<file path="src/logic/ais_pkg.sv">
// package: register map, field layout and codes of the input select block
package ais_pkg;
    timeunit 1ns;
    timeprecision 1ps;

    // ========================================
    // register byte offsets
    localparam logic [3:0] OFS_CHAN0_SEL = 4'h0;
    localparam logic [3:0] OFS_SCAN_SEL = 4'h4;
    localparam logic [3:0] OFS_AMP_CTRL = 4'h8;
    localparam logic [3:0] OFS_STATUS = 4'hC;

    // ========================================
    // reset values
    localparam logic [4:0] RST_CHAN0_SEL = 5'h00;
    localparam logic [15:0] RST_SCAN_SEL = 16'h0000;
    localparam logic [3:0] RST_AMP_CTRL = 4'h0;

    // ========================================
    // control register field positions
    localparam int AMP1_EN_BIT = 0;
    localparam int AMP3_EN_BIT = 1;
    localparam int CMP_EN_BIT = 2;
    localparam int SCAN_EN_BIT = 3;

    // status register field positions
    localparam int ST_PTR_LSB = 0;
    localparam int ST_CODE_LSB = 4;
    localparam int ST_SCAN_BIT = 9;
    localparam int ST_LOW_REFERENCE_VOLTAGE_BIT = 10;
    localparam int ST_OPEN_BIT = 11;
    localparam int ST_TEMP_BIT = 12;
    localparam int ST_AMP_BIT = 13;
    localparam int ST_REPURP_BIT = 14;

    // ========================================
    // positive input select codes
    localparam logic [4:0] CODE_PIN_LAST = 5'h0F;
    localparam logic [4:0] CODE_AMP1 = 5'h18;
    localparam logic [4:0] CODE_AMP3 = 5'h1A;
    localparam logic [4:0] CODE_TEMP = 5'h1E;
    localparam logic [4:0] CODE_OPEN = 5'h1F;

    // pins shared with the amplifier outputs
    localparam logic [3:0] AMP1_PIN = 4'h3;
    localparam logic [3:0] AMP3_PIN = 4'h6;

    // highest pin that comparator or op amp use can take over
    localparam logic [3:0] REPURP_LAST_PIN = 4'h7;

    // bonded analog inputs of this part; absent ones sample low reference
    localparam logic [15:0] PINS_PRESENT = 16'h1FFF;

    // scan engine states
    typedef enum logic [1:0] {
        SCAN_IDLE = 2'b01,
        SCAN_RUN = 2'b10
    } ais_scan_e;

endpackage : ais_pkg

</file>
<file path="src/logic/ais_route_dec.sv">
// module: decode of a positive input code into analog switch controls
module ais_route_dec
    import ais_pkg::*;
(
    // selection
    input wire logic [4:0] i_code,
    input wire logic i_amp1_en,
    input wire logic i_amp3_en,
    input wire logic i_cmp_en,
    // routing
    output logic [15:0] o_pin,
    output logic o_amp1,
    output logic o_amp3,
    output logic o_temp,
    output logic o_open,
    output logic o_low_reference_voltage,
    output logic o_repurp
);
    timeunit 1ns;
    timeprecision 1ps;

    logic [3:0] pin_idx;
    logic is_pin;
    logic amp1_pin;
    logic amp3_pin;

    // op amp codes fall back to the shared pin when the amp is off
    always_comb
    begin
        is_pin = (i_code <= CODE_PIN_LAST);
        pin_idx = i_code[3:0];
        amp1_pin = (i_code == CODE_AMP1) && !i_amp1_en;
        amp3_pin = (i_code == CODE_AMP3) && !i_amp3_en;
        if (amp1_pin)
        begin
            pin_idx = AMP1_PIN;
        end
        else if (amp3_pin)
        begin
            pin_idx = AMP3_PIN;
        end
        is_pin = is_pin || amp1_pin || amp3_pin;
    end

    // one switch per analog pin; absent pins never close
    genvar gi;
    generate
        for (gi = 0; gi < 16; gi++)
        begin : g_pin
            assign o_pin[gi] = is_pin && (pin_idx == 4'(gi)) && PINS_PRESENT[gi];
        end
    endgenerate

    assign o_amp1 = (i_code == CODE_AMP1) && i_amp1_en;
    assign o_amp3 = (i_code == CODE_AMP3) && i_amp3_en;
    assign o_temp = (i_code == CODE_TEMP);
    assign o_open = (i_code == CODE_OPEN);
    // a selected pin that is not bonded samples the low reference
    assign o_low_reference_voltage = is_pin && !PINS_PRESENT[pin_idx];
    // low pins mean the repurposed analog signals while cmp/amp is on
    assign o_repurp = is_pin && (pin_idx <= REPURP_LAST_PIN)
        && (i_cmp_en || i_amp1_en || i_amp3_en);

endmodule : ais_route_dec

</file>
<file path="src/logic/ais_input_select.sv">
// module: converter input select and scan control with Avalon-MM registers
module ais_input_select
    import ais_pkg::*;
(
    // clock and reset
    input wire logic i_clk,
    input wire logic i_rst,
    // avalon-mm slave
    input wire logic [3:0] i_avs_address,
    input wire logic i_avs_read,
    input wire logic i_avs_write,
    input wire logic [31:0] i_avs_writedata,
    output logic [31:0] o_avs_readdata,
    output logic o_avs_waitrequest,
    // converter handshake
    input wire logic i_conv_done,
    // analog switch controls
    output logic [15:0] o_pin_sel,
    output logic o_amp1_sel,
    output logic o_amp3_sel,
    output logic o_temp_sel,
    output logic o_open_sel,
    output logic o_low_reference_voltage_sel,
    output logic o_repurposed,
    output logic o_scan_active
);
    timeunit 1ns;
    timeprecision 1ps;

    // ========================================
    // registers
    logic [4:0] chan0_sel_q;
    logic [15:0] scan_bits_q;
    logic [3:0] ctrl_q;
    logic wait_q;
    logic [31:0] rdata_q;
    logic [3:0] ptr_q;
    logic [3:0] ptr_d;
    ais_scan_e state_q;
    ais_scan_e state_d;

    // decoded bus strobes
    logic wr_go;
    logic rd_take;
    logic scan_want;

    // routing from the decoder
    logic [4:0] code_eff;
    logic [15:0] dec_pin;
    logic dec_amp1;
    logic dec_amp3;
    logic dec_temp;
    logic dec_open;
    logic dec_low_reference_voltage;
    logic dec_repurp;

    // ========================================
    // bus handshake
    // a write lands only at the edge where waitrequest is seen low
    assign wr_go = i_avs_write && !wait_q;
    // read data is captured one edge early so it stands with wait low
    assign rd_take = i_avs_read && wait_q;

    // waitrequest drops for one cycle after each request is seen
    // a request still high after its answer edge counts as a new one
    always_ff @(posedge i_clk or posedge i_rst)
    begin
        if (i_rst)
        begin
            wait_q <= 1'b1;
        end
        else if ((i_avs_read || i_avs_write) && wait_q)
        begin
            wait_q <= 1'b0;
        end
        else
        begin
            wait_q <= 1'b1;
        end
    end

    assign o_avs_waitrequest = wait_q;

    // ========================================
    // software registers
    // reserved select codes are stored as written and left to decode
    always_ff @(posedge i_clk or posedge i_rst)
    begin
        if (i_rst)
        begin
            chan0_sel_q <= RST_CHAN0_SEL;
        end
        else if (wr_go && (i_avs_address == OFS_CHAN0_SEL))
        begin
            chan0_sel_q <= i_avs_writedata[4:0];
        end
    end

    // every scan bit is writable even for pins this part lacks
    always_ff @(posedge i_clk or posedge i_rst)
    begin
        if (i_rst)
        begin
            scan_bits_q <= RST_SCAN_SEL;
        end
        else if (wr_go && (i_avs_address == OFS_SCAN_SEL))
        begin
            scan_bits_q <= i_avs_writedata[15:0];
        end
    end

    // amplifier, comparator and scan enables
    always_ff @(posedge i_clk or posedge i_rst)
    begin
        if (i_rst)
        begin
            ctrl_q <= RST_AMP_CTRL;
        end
        else if (wr_go && (i_avs_address == OFS_AMP_CTRL))
        begin
            ctrl_q <= i_avs_writedata[3:0];
        end
    end

    // ========================================
    // read path
    // unmapped offsets read zero and writes to them are dropped
    // status flags are a snapshot of the registered outputs, one edge behind decode; pointer and code fields are live
    always_ff @(posedge i_clk or posedge i_rst)
    begin
        if (i_rst)
        begin
            rdata_q <= 32'h0000_0000;
        end
        else if (rd_take)
        begin
            rdata_q <= 32'h0000_0000;
            case (i_avs_address)
                OFS_CHAN0_SEL: rdata_q[4:0] <= chan0_sel_q;
                OFS_SCAN_SEL: rdata_q[15:0] <= scan_bits_q;
                OFS_AMP_CTRL: rdata_q[3:0] <= ctrl_q;
                OFS_STATUS:
                begin
                    rdata_q[ST_PTR_LSB +: 4] <= ptr_q;
                    rdata_q[ST_CODE_LSB +: 5] <= code_eff;
                    rdata_q[ST_SCAN_BIT] <= o_scan_active;
                    rdata_q[ST_LOW_REFERENCE_VOLTAGE_BIT] <= o_low_reference_voltage_sel;
                    rdata_q[ST_OPEN_BIT] <= o_open_sel;
                    rdata_q[ST_TEMP_BIT] <= o_temp_sel;
                    rdata_q[ST_AMP_BIT] <= o_amp1_sel || o_amp3_sel;
                    rdata_q[ST_REPURP_BIT] <= o_repurposed;
                end
                default: rdata_q <= 32'h0000_0000;
            endcase
        end
    end

    assign o_avs_readdata = rdata_q;

    // ========================================
    // scan engine
    // the next included input after the pointer, wrapping past 15
    function automatic logic [3:0] next_incl(input logic [15:0] bits,
                                             input logic [3:0] cur);
        logic [3:0] idx;
        logic found;
        idx = cur;
        found = 1'b0;
        for (int k = 1; k <= 16; k++)
        begin
            if (!found && bits[4'(cur + 4'(k))])
            begin
                idx = 4'(cur + 4'(k));
                found = 1'b1;
            end
        end
        return idx;
    endfunction : next_incl

    // with no bit set there is nothing to scan, so manual select rules
    assign scan_want = ctrl_q[SCAN_EN_BIT] && (scan_bits_q != 16'h0000);

    // scan state and pointer advance
    always_comb
    begin
        state_d = state_q;
        ptr_d = ptr_q;
        case (state_q)
            SCAN_IDLE:
            begin
                if (scan_want)
                begin
                    state_d = SCAN_RUN;
                    // start at the lowest included input
                    ptr_d = next_incl(scan_bits_q, 4'hF);
                end
            end
            SCAN_RUN:
            begin
                if (!scan_want)
                begin
                    state_d = SCAN_IDLE;
                end
                else if (i_conv_done || !scan_bits_q[ptr_q])
                begin
                    // skip a bit cleared while it was the current one
                    ptr_d = next_incl(scan_bits_q, ptr_q);
                end
            end
            default:
            begin
                state_d = SCAN_IDLE;
            end
        endcase
    end

    // scan state; a done pulse while idle has no effect
    always_ff @(posedge i_clk or posedge i_rst)
    begin
        if (i_rst)
        begin
            state_q <= SCAN_IDLE;
        end
        else
        begin
            state_q <= state_d;
        end
    end

    // scan pointer; it only moves while running or on the start edge
    always_ff @(posedge i_clk or posedge i_rst)
    begin
        if (i_rst)
        begin
            ptr_q <= 4'h0;
        end
        else
        begin
            ptr_q <= ptr_d;
        end
    end

    // ========================================
    // routing
    // scan position x selects analog input x directly
    // the effective code is also what the status register reports
    always_comb
    begin
        if (state_q == SCAN_RUN)
        begin
            code_eff = {1'b0, ptr_q};
        end
        else
        begin
            code_eff = chan0_sel_q;
        end
    end

    ais_route_dec u_dec (
        .i_code(code_eff),
        .i_amp1_en(ctrl_q[AMP1_EN_BIT]),
        .i_amp3_en(ctrl_q[AMP3_EN_BIT]),
        .i_cmp_en(ctrl_q[CMP_EN_BIT]),
        .o_pin(dec_pin),
        .o_amp1(dec_amp1),
        .o_amp3(dec_amp3),
        .o_temp(dec_temp),
        .o_open(dec_open),
        .o_low_reference_voltage(dec_low_reference_voltage),
        .o_repurp(dec_repurp)
    );

    // switch controls are registered so the analog side sees no glitches
    always_ff @(posedge i_clk or posedge i_rst)
    begin
        if (i_rst)
        begin
            o_pin_sel <= 16'h0000;
        end
        else
        begin
            o_pin_sel <= dec_pin;
        end
    end

    // non-pin sources; at most one of them is decoded at a time
    always_ff @(posedge i_clk or posedge i_rst)
    begin
        if (i_rst)
        begin
            o_amp1_sel <= 1'b0;
            o_amp3_sel <= 1'b0;
            o_temp_sel <= 1'b0;
            o_open_sel <= 1'b0;
        end
        else
        begin
            o_amp1_sel <= dec_amp1;
            o_amp3_sel <= dec_amp3;
            o_temp_sel <= dec_temp;
            o_open_sel <= dec_open;
        end
    end

    // flags for software and the sampling stage
    always_ff @(posedge i_clk or posedge i_rst)
    begin
        if (i_rst)
        begin
            o_low_reference_voltage_sel <= 1'b0;
            o_repurposed <= 1'b0;
        end
        else
        begin
            o_low_reference_voltage_sel <= dec_low_reference_voltage;
            o_repurposed <= dec_repurp;
        end
    end

    // scan activity follows the state one edge later, like the switches
    always_ff @(posedge i_clk or posedge i_rst)
    begin
        if (i_rst)
        begin
            o_scan_active <= 1'b0;
        end
        else
        begin
            o_scan_active <= (state_q == SCAN_RUN);
        end
    end

endmodule : ais_input_select

</file>
<file path="config.mk">
export PLATFORM = sky130hd
export DESIGN_NAME = ais_input_select
export DESIGN_NICKNAME = d
export VERILOG_FILES = /design/src/logic/ais_pkg.sv /design/src/logic/ais_route_dec.sv /design/src/logic/ais_input_select.sv
export SDC_FILE = /design/constraint.sdc
export NUM_CORES = 1
export LEC_CHECK = 0
export BUFFER_PORTS_ARGS = -buffer_cell sky130_fd_sc_hd__buf_2
export CORE_UTILIZATION = 50
export DETAILED_ROUTE_END_ITERATION = 12
export GPL_TIMING_DRIVEN = 0
export PLACE_DENSITY_LB_ADDON = 0.2
export SYNTH_ARGS = -nofsm -noshare
export SYNTH_HDL_FRONTEND = slang
export SYNTH_HIERARCHICAL = 1
export SYNTH_SLANG_ARGS = --single-unit
export TNS_END_PERCENT = 50
</file>
<file path="constraint.sdc">
create_clock -name i_clk -period 11.5 [get_ports i_clk]
set_input_delay 0.575 -clock i_clk [delete_from_list [all_inputs] [get_ports i_clk]]
set_output_delay 0.575 -clock i_clk [all_outputs]
set_load 0.02 [all_outputs]
</file>
==> results.json <==
{
  "run_status": "finished clean",
  "hpwlAfterDp_um": 12060,
  "number_of_gates_resized_after_cts": 0,
  "yosys.area.top_type": "sky130_fd_sc_hd__dfrtp_1",
  "remaining_drc_errors": 0,
  "finalCritPeriodShare": 0.4419,
  "xor_and_xnor_fraction_of_the_mapped_netlist_area": 0.01675,
  "post_synth_most_frequent_cells": "sky130_fd_sc_hd__dfrtp_1, sky130_fd_sc_hd__nand2_1, sky130_fd_sc_hd__mux2_2, sky130_fd_sc_hd__mux4_2, sky130_fd_sc_hd__nor2_1",
  "synth-warning-count": 6,
  "cts_max_path_buffers": 2,
  "start_util": 0.5191,
  "max-slew-margin-rel": 0.4099,
  "grt_antenna_before_repair": 0,
  "grt_overflow": 0,
  "synth_cell_types": 83,
  "synth_simple_gate_area_frac": 0.1389,
  "die_ar_um2": 11780,
  "wire_per_inst_um": 20.61,
  "path_max_fanout": 10,
  "dominant_combinational_cell_family_by_area_after_synthesis": "multiplexers",
  "rsz0062_at_grt": "false",
  "first_pass_iters": 7,
  "cts_max_level": 3,
  "final.setup_skew_ns": 0.01074,
  "diodes_inserted": 0,
  "ys_async_sr_fraction": 1.000,
  "synth_enable_flop_cells": 0,
  "postSynthRegisterBits": 71,
  "synth-seq-area-share": 0.3134,
  "grt_start_max_net_pins": 72,
  "globalRouteTotalUtil": 0.2934,
  "final.setup.tns_ns": 0,
  "syn_avg_cell_area_um2": 10.38,
  "area_of_the_core_um2": 10940,
  "worstSetupEndpointType": "flop",
  "timing.critical_path.from_type": "flop",
  "clock_latency_on_the_worst_skew_pair_ns": 0.34,
  "seqCellArea_um2": 1779,
  "muxShareOfSynthArea": 0.2700,
  "syn_to_final_growth_pct": 14.59,
  "cts_made_buffers": 9,
  "synthesis.instances": 547,
  "yosys.area_share.adder": 0.02204,
  "ioPinCount": 97,
  "cts-root-buf": "sky130_fd_sc_hd__clkbuf_16",
  "netlist_area_pre_place_um2": 5677,
  "period_needed_ns": 5.082,
  "critical_path_required_ns": 11.72,
  "detail_route.vias_per_cell": 6.245,
  "post_cts_setup_driven_buffer_insertion_count": 0,
  "nNetsFinal": 690,
  "clk_transition_reported_paths_ns": 0.06,
  "cp_data_arrival_time_ns": 5.30,
  "synth_most_common_cell": "sky130_fd_sc_hd__dfrtp_1",
  "postRouteWirelength_um": 16160,
  "num_rows": 38,
  "synth_top_cells_by_area": "sky130_fd_sc_hd__dfrtp_1, sky130_fd_sc_hd__mux4_2, sky130_fd_sc_hd__mux2_2",
  "finalSetupViolCount": 0,
  "fmaxAchievable_mhz": 196.8,
  "dieWidth_um": 108.6,
  "tritoncts_num_sinks": 71,
  "clock_tree_from_tritoncts": "done",
  "timing_max_transition_violations_final": 0,
  "layout_cell_share_with_drive_strength_beyond_1": 0.3323,
  "globalplace.congestion": 0.9259,
  "maxCapViolCount": 0,
  "port_buffers": 64,
  "multi_input_comb_area_um2": 3510,
  "hold_path.class": "input pin to asynchronous set/reset pin",
  "drt-initial-drc-count": 576,
  "n_fill_cell": 943,
  "synth_compound_gate_area_share": 0.1580,
  "actual_slew_at_the_worst_max_slew_pin_ns": 0.8808,
  "finalHoldViolCount": 0,
  "via_count": 4896,
  "r2r_cells": 15,
  "cts_hold_buf": 0,
  "setup.worst_path.class": "flop to flop",
  "synth.top_cell.area_share": 0.3042,
  "detail-route-antenna-nets": 0,
  "grt_pass1_vias": 4673,
  "die_height_um": 108.6,
  "synthFlopType": "sky130_fd_sc_hd__dfrtp_1",
  "first_pass_grt_wire_length_um": 25830
}
==> state kept, by name (all words and copies together) (netlist names) <==
| name | flops |
|---|---|
| ptr_q | 4 |
| chan0_sel_q | 5 |
| o_amp3_sel | 1 |
| o_repurposed | 1 |
| ctrl_q | 4 |
| state_q | 2 |
| o_pin_sel | 16 |
| o_open_sel | 1 |
| o_amp1_sel | 1 |
| scan_bits_q | 16 |
| o_scan_active | 1 |
| o_temp_sel | 1 |
| o_low_reference_voltage_sel | 1 |
| o_avs_waitrequest | 1 |
| o_avs_readdata | 16 |
==> stage by stage <==
stage / worst slack (ns) / utilization / std cells / hold WS (ns) / instance area (um^2)
after global routing: 6.161 / 0.5949 / 784 / 0.4251 / 6505
after floorplan: 7.406 / - / 564 / 0.4892 / 5741
after detailed placement: 6.518 / 0.5705 / 768 / 0.4706 / 6238
final: 6.418 / 0.5949 / 784 / 0.4079 / 6505
after global placement: 6.512 / 0.5703 / 768 / 0.4614 / 6236
after CTS: 6.475 / 0.5949 / 784 / 0.3983 / 6505
==> metal layers <==
metal  wire [um]  GRT usage  vias up
met5           0          0        -
met4         422     0.1081        0
met3        1311    0.05967       33
met2        7452     0.4507      250
met1        6972     0.4092     2400
li1            -          -     2213
==> cell families (layout without fill, tap and decap cells) <==
kind of cell	Yosys count	after routing
XOR/XNOR	10	10
buffers and inverters	86	166
other	2	19
AND/OR/NAND/NOR	142	142
multiplexers	99	99
AO/OA/AOI/OAI	127	127
adder cells (fa/ha/maj)	10	10
flip-flops	71	71
==> area by class of cell <==
class,instances,area share
multi-input combinational,407,0.5395
sequential,71,0.2735
buffer,57,0.05270
timing repair buffer,64,0.04924
clock buffer,11,0.03578
tap,140,0.02693
inverter,29,0.01712
clock inverter,5,0.005193
==> worst max-delay path, cell delays in order (launching register included) <==
cell and delay, ns:
sky130_fd_sc_hd__dfrtp_1 0.48, sky130_fd_sc_hd__buf_2 0.26, sky130_fd_sc_hd__buf_2 0.29, sky130_fd_sc_hd__buf_2 0.34, sky130_fd_sc_hd__inv_1 0.19, sky130_fd_sc_hd__ha_1 0.31, sky130_fd_sc_hd__buf_2 0.18, sky130_fd_sc_hd__buf_2 0.32
sky130_fd_sc_hd__mux4_2 0.46, sky130_fd_sc_hd__mux4_2 0.60, sky130_fd_sc_hd__nand4b_1 0.35, sky130_fd_sc_hd__nor2_1 0.48, sky130_fd_sc_hd__a2bb2oi_1 0.20, sky130_fd_sc_hd__o2111ai_1 0.22, sky130_fd_sc_hd__o32a_1 0.20, sky130_fd_sc_hd__o22ai_1 0.08
==> cell usage in the layout (no fill, tap or decap), drive strengths merged, types with 7 or more instances in the layout <==
cell,count
buf,100
dfrtp,69
nand2,40
mux2,40
mux4,38
nor2,36
clkbuf,32
inv,30
o21ai,26
a21oi,24
mux2i,21
conb,19
a22oi,13
nand3,11
o211ai,10
ha,10
nor3,9
o22ai,7
xnor2,7
==> worst paths after layout <==
kind / from / to / slack (ns)
setup reg to reg: ptr_q[1] / ptr_q[0] / 6.42
setup / recovery: ptr_q[1] / ptr_q[0] / 6.42
min in group i_clk: i_avs_read / o_avs_waitrequest / 0.41
hold reg to reg: o_avs_readdata[7] / o_avs_readdata[7] / 0.48
max in group asynchronous: i_rst / ptr_q[2] / 10.52
hold / removal: i_rst / scan_bits_q[6] / 0.41
Power is left out: the tool's default activity adds up to more than one toggle a clock period on the data nets, which glitch-free logic cannot reach.
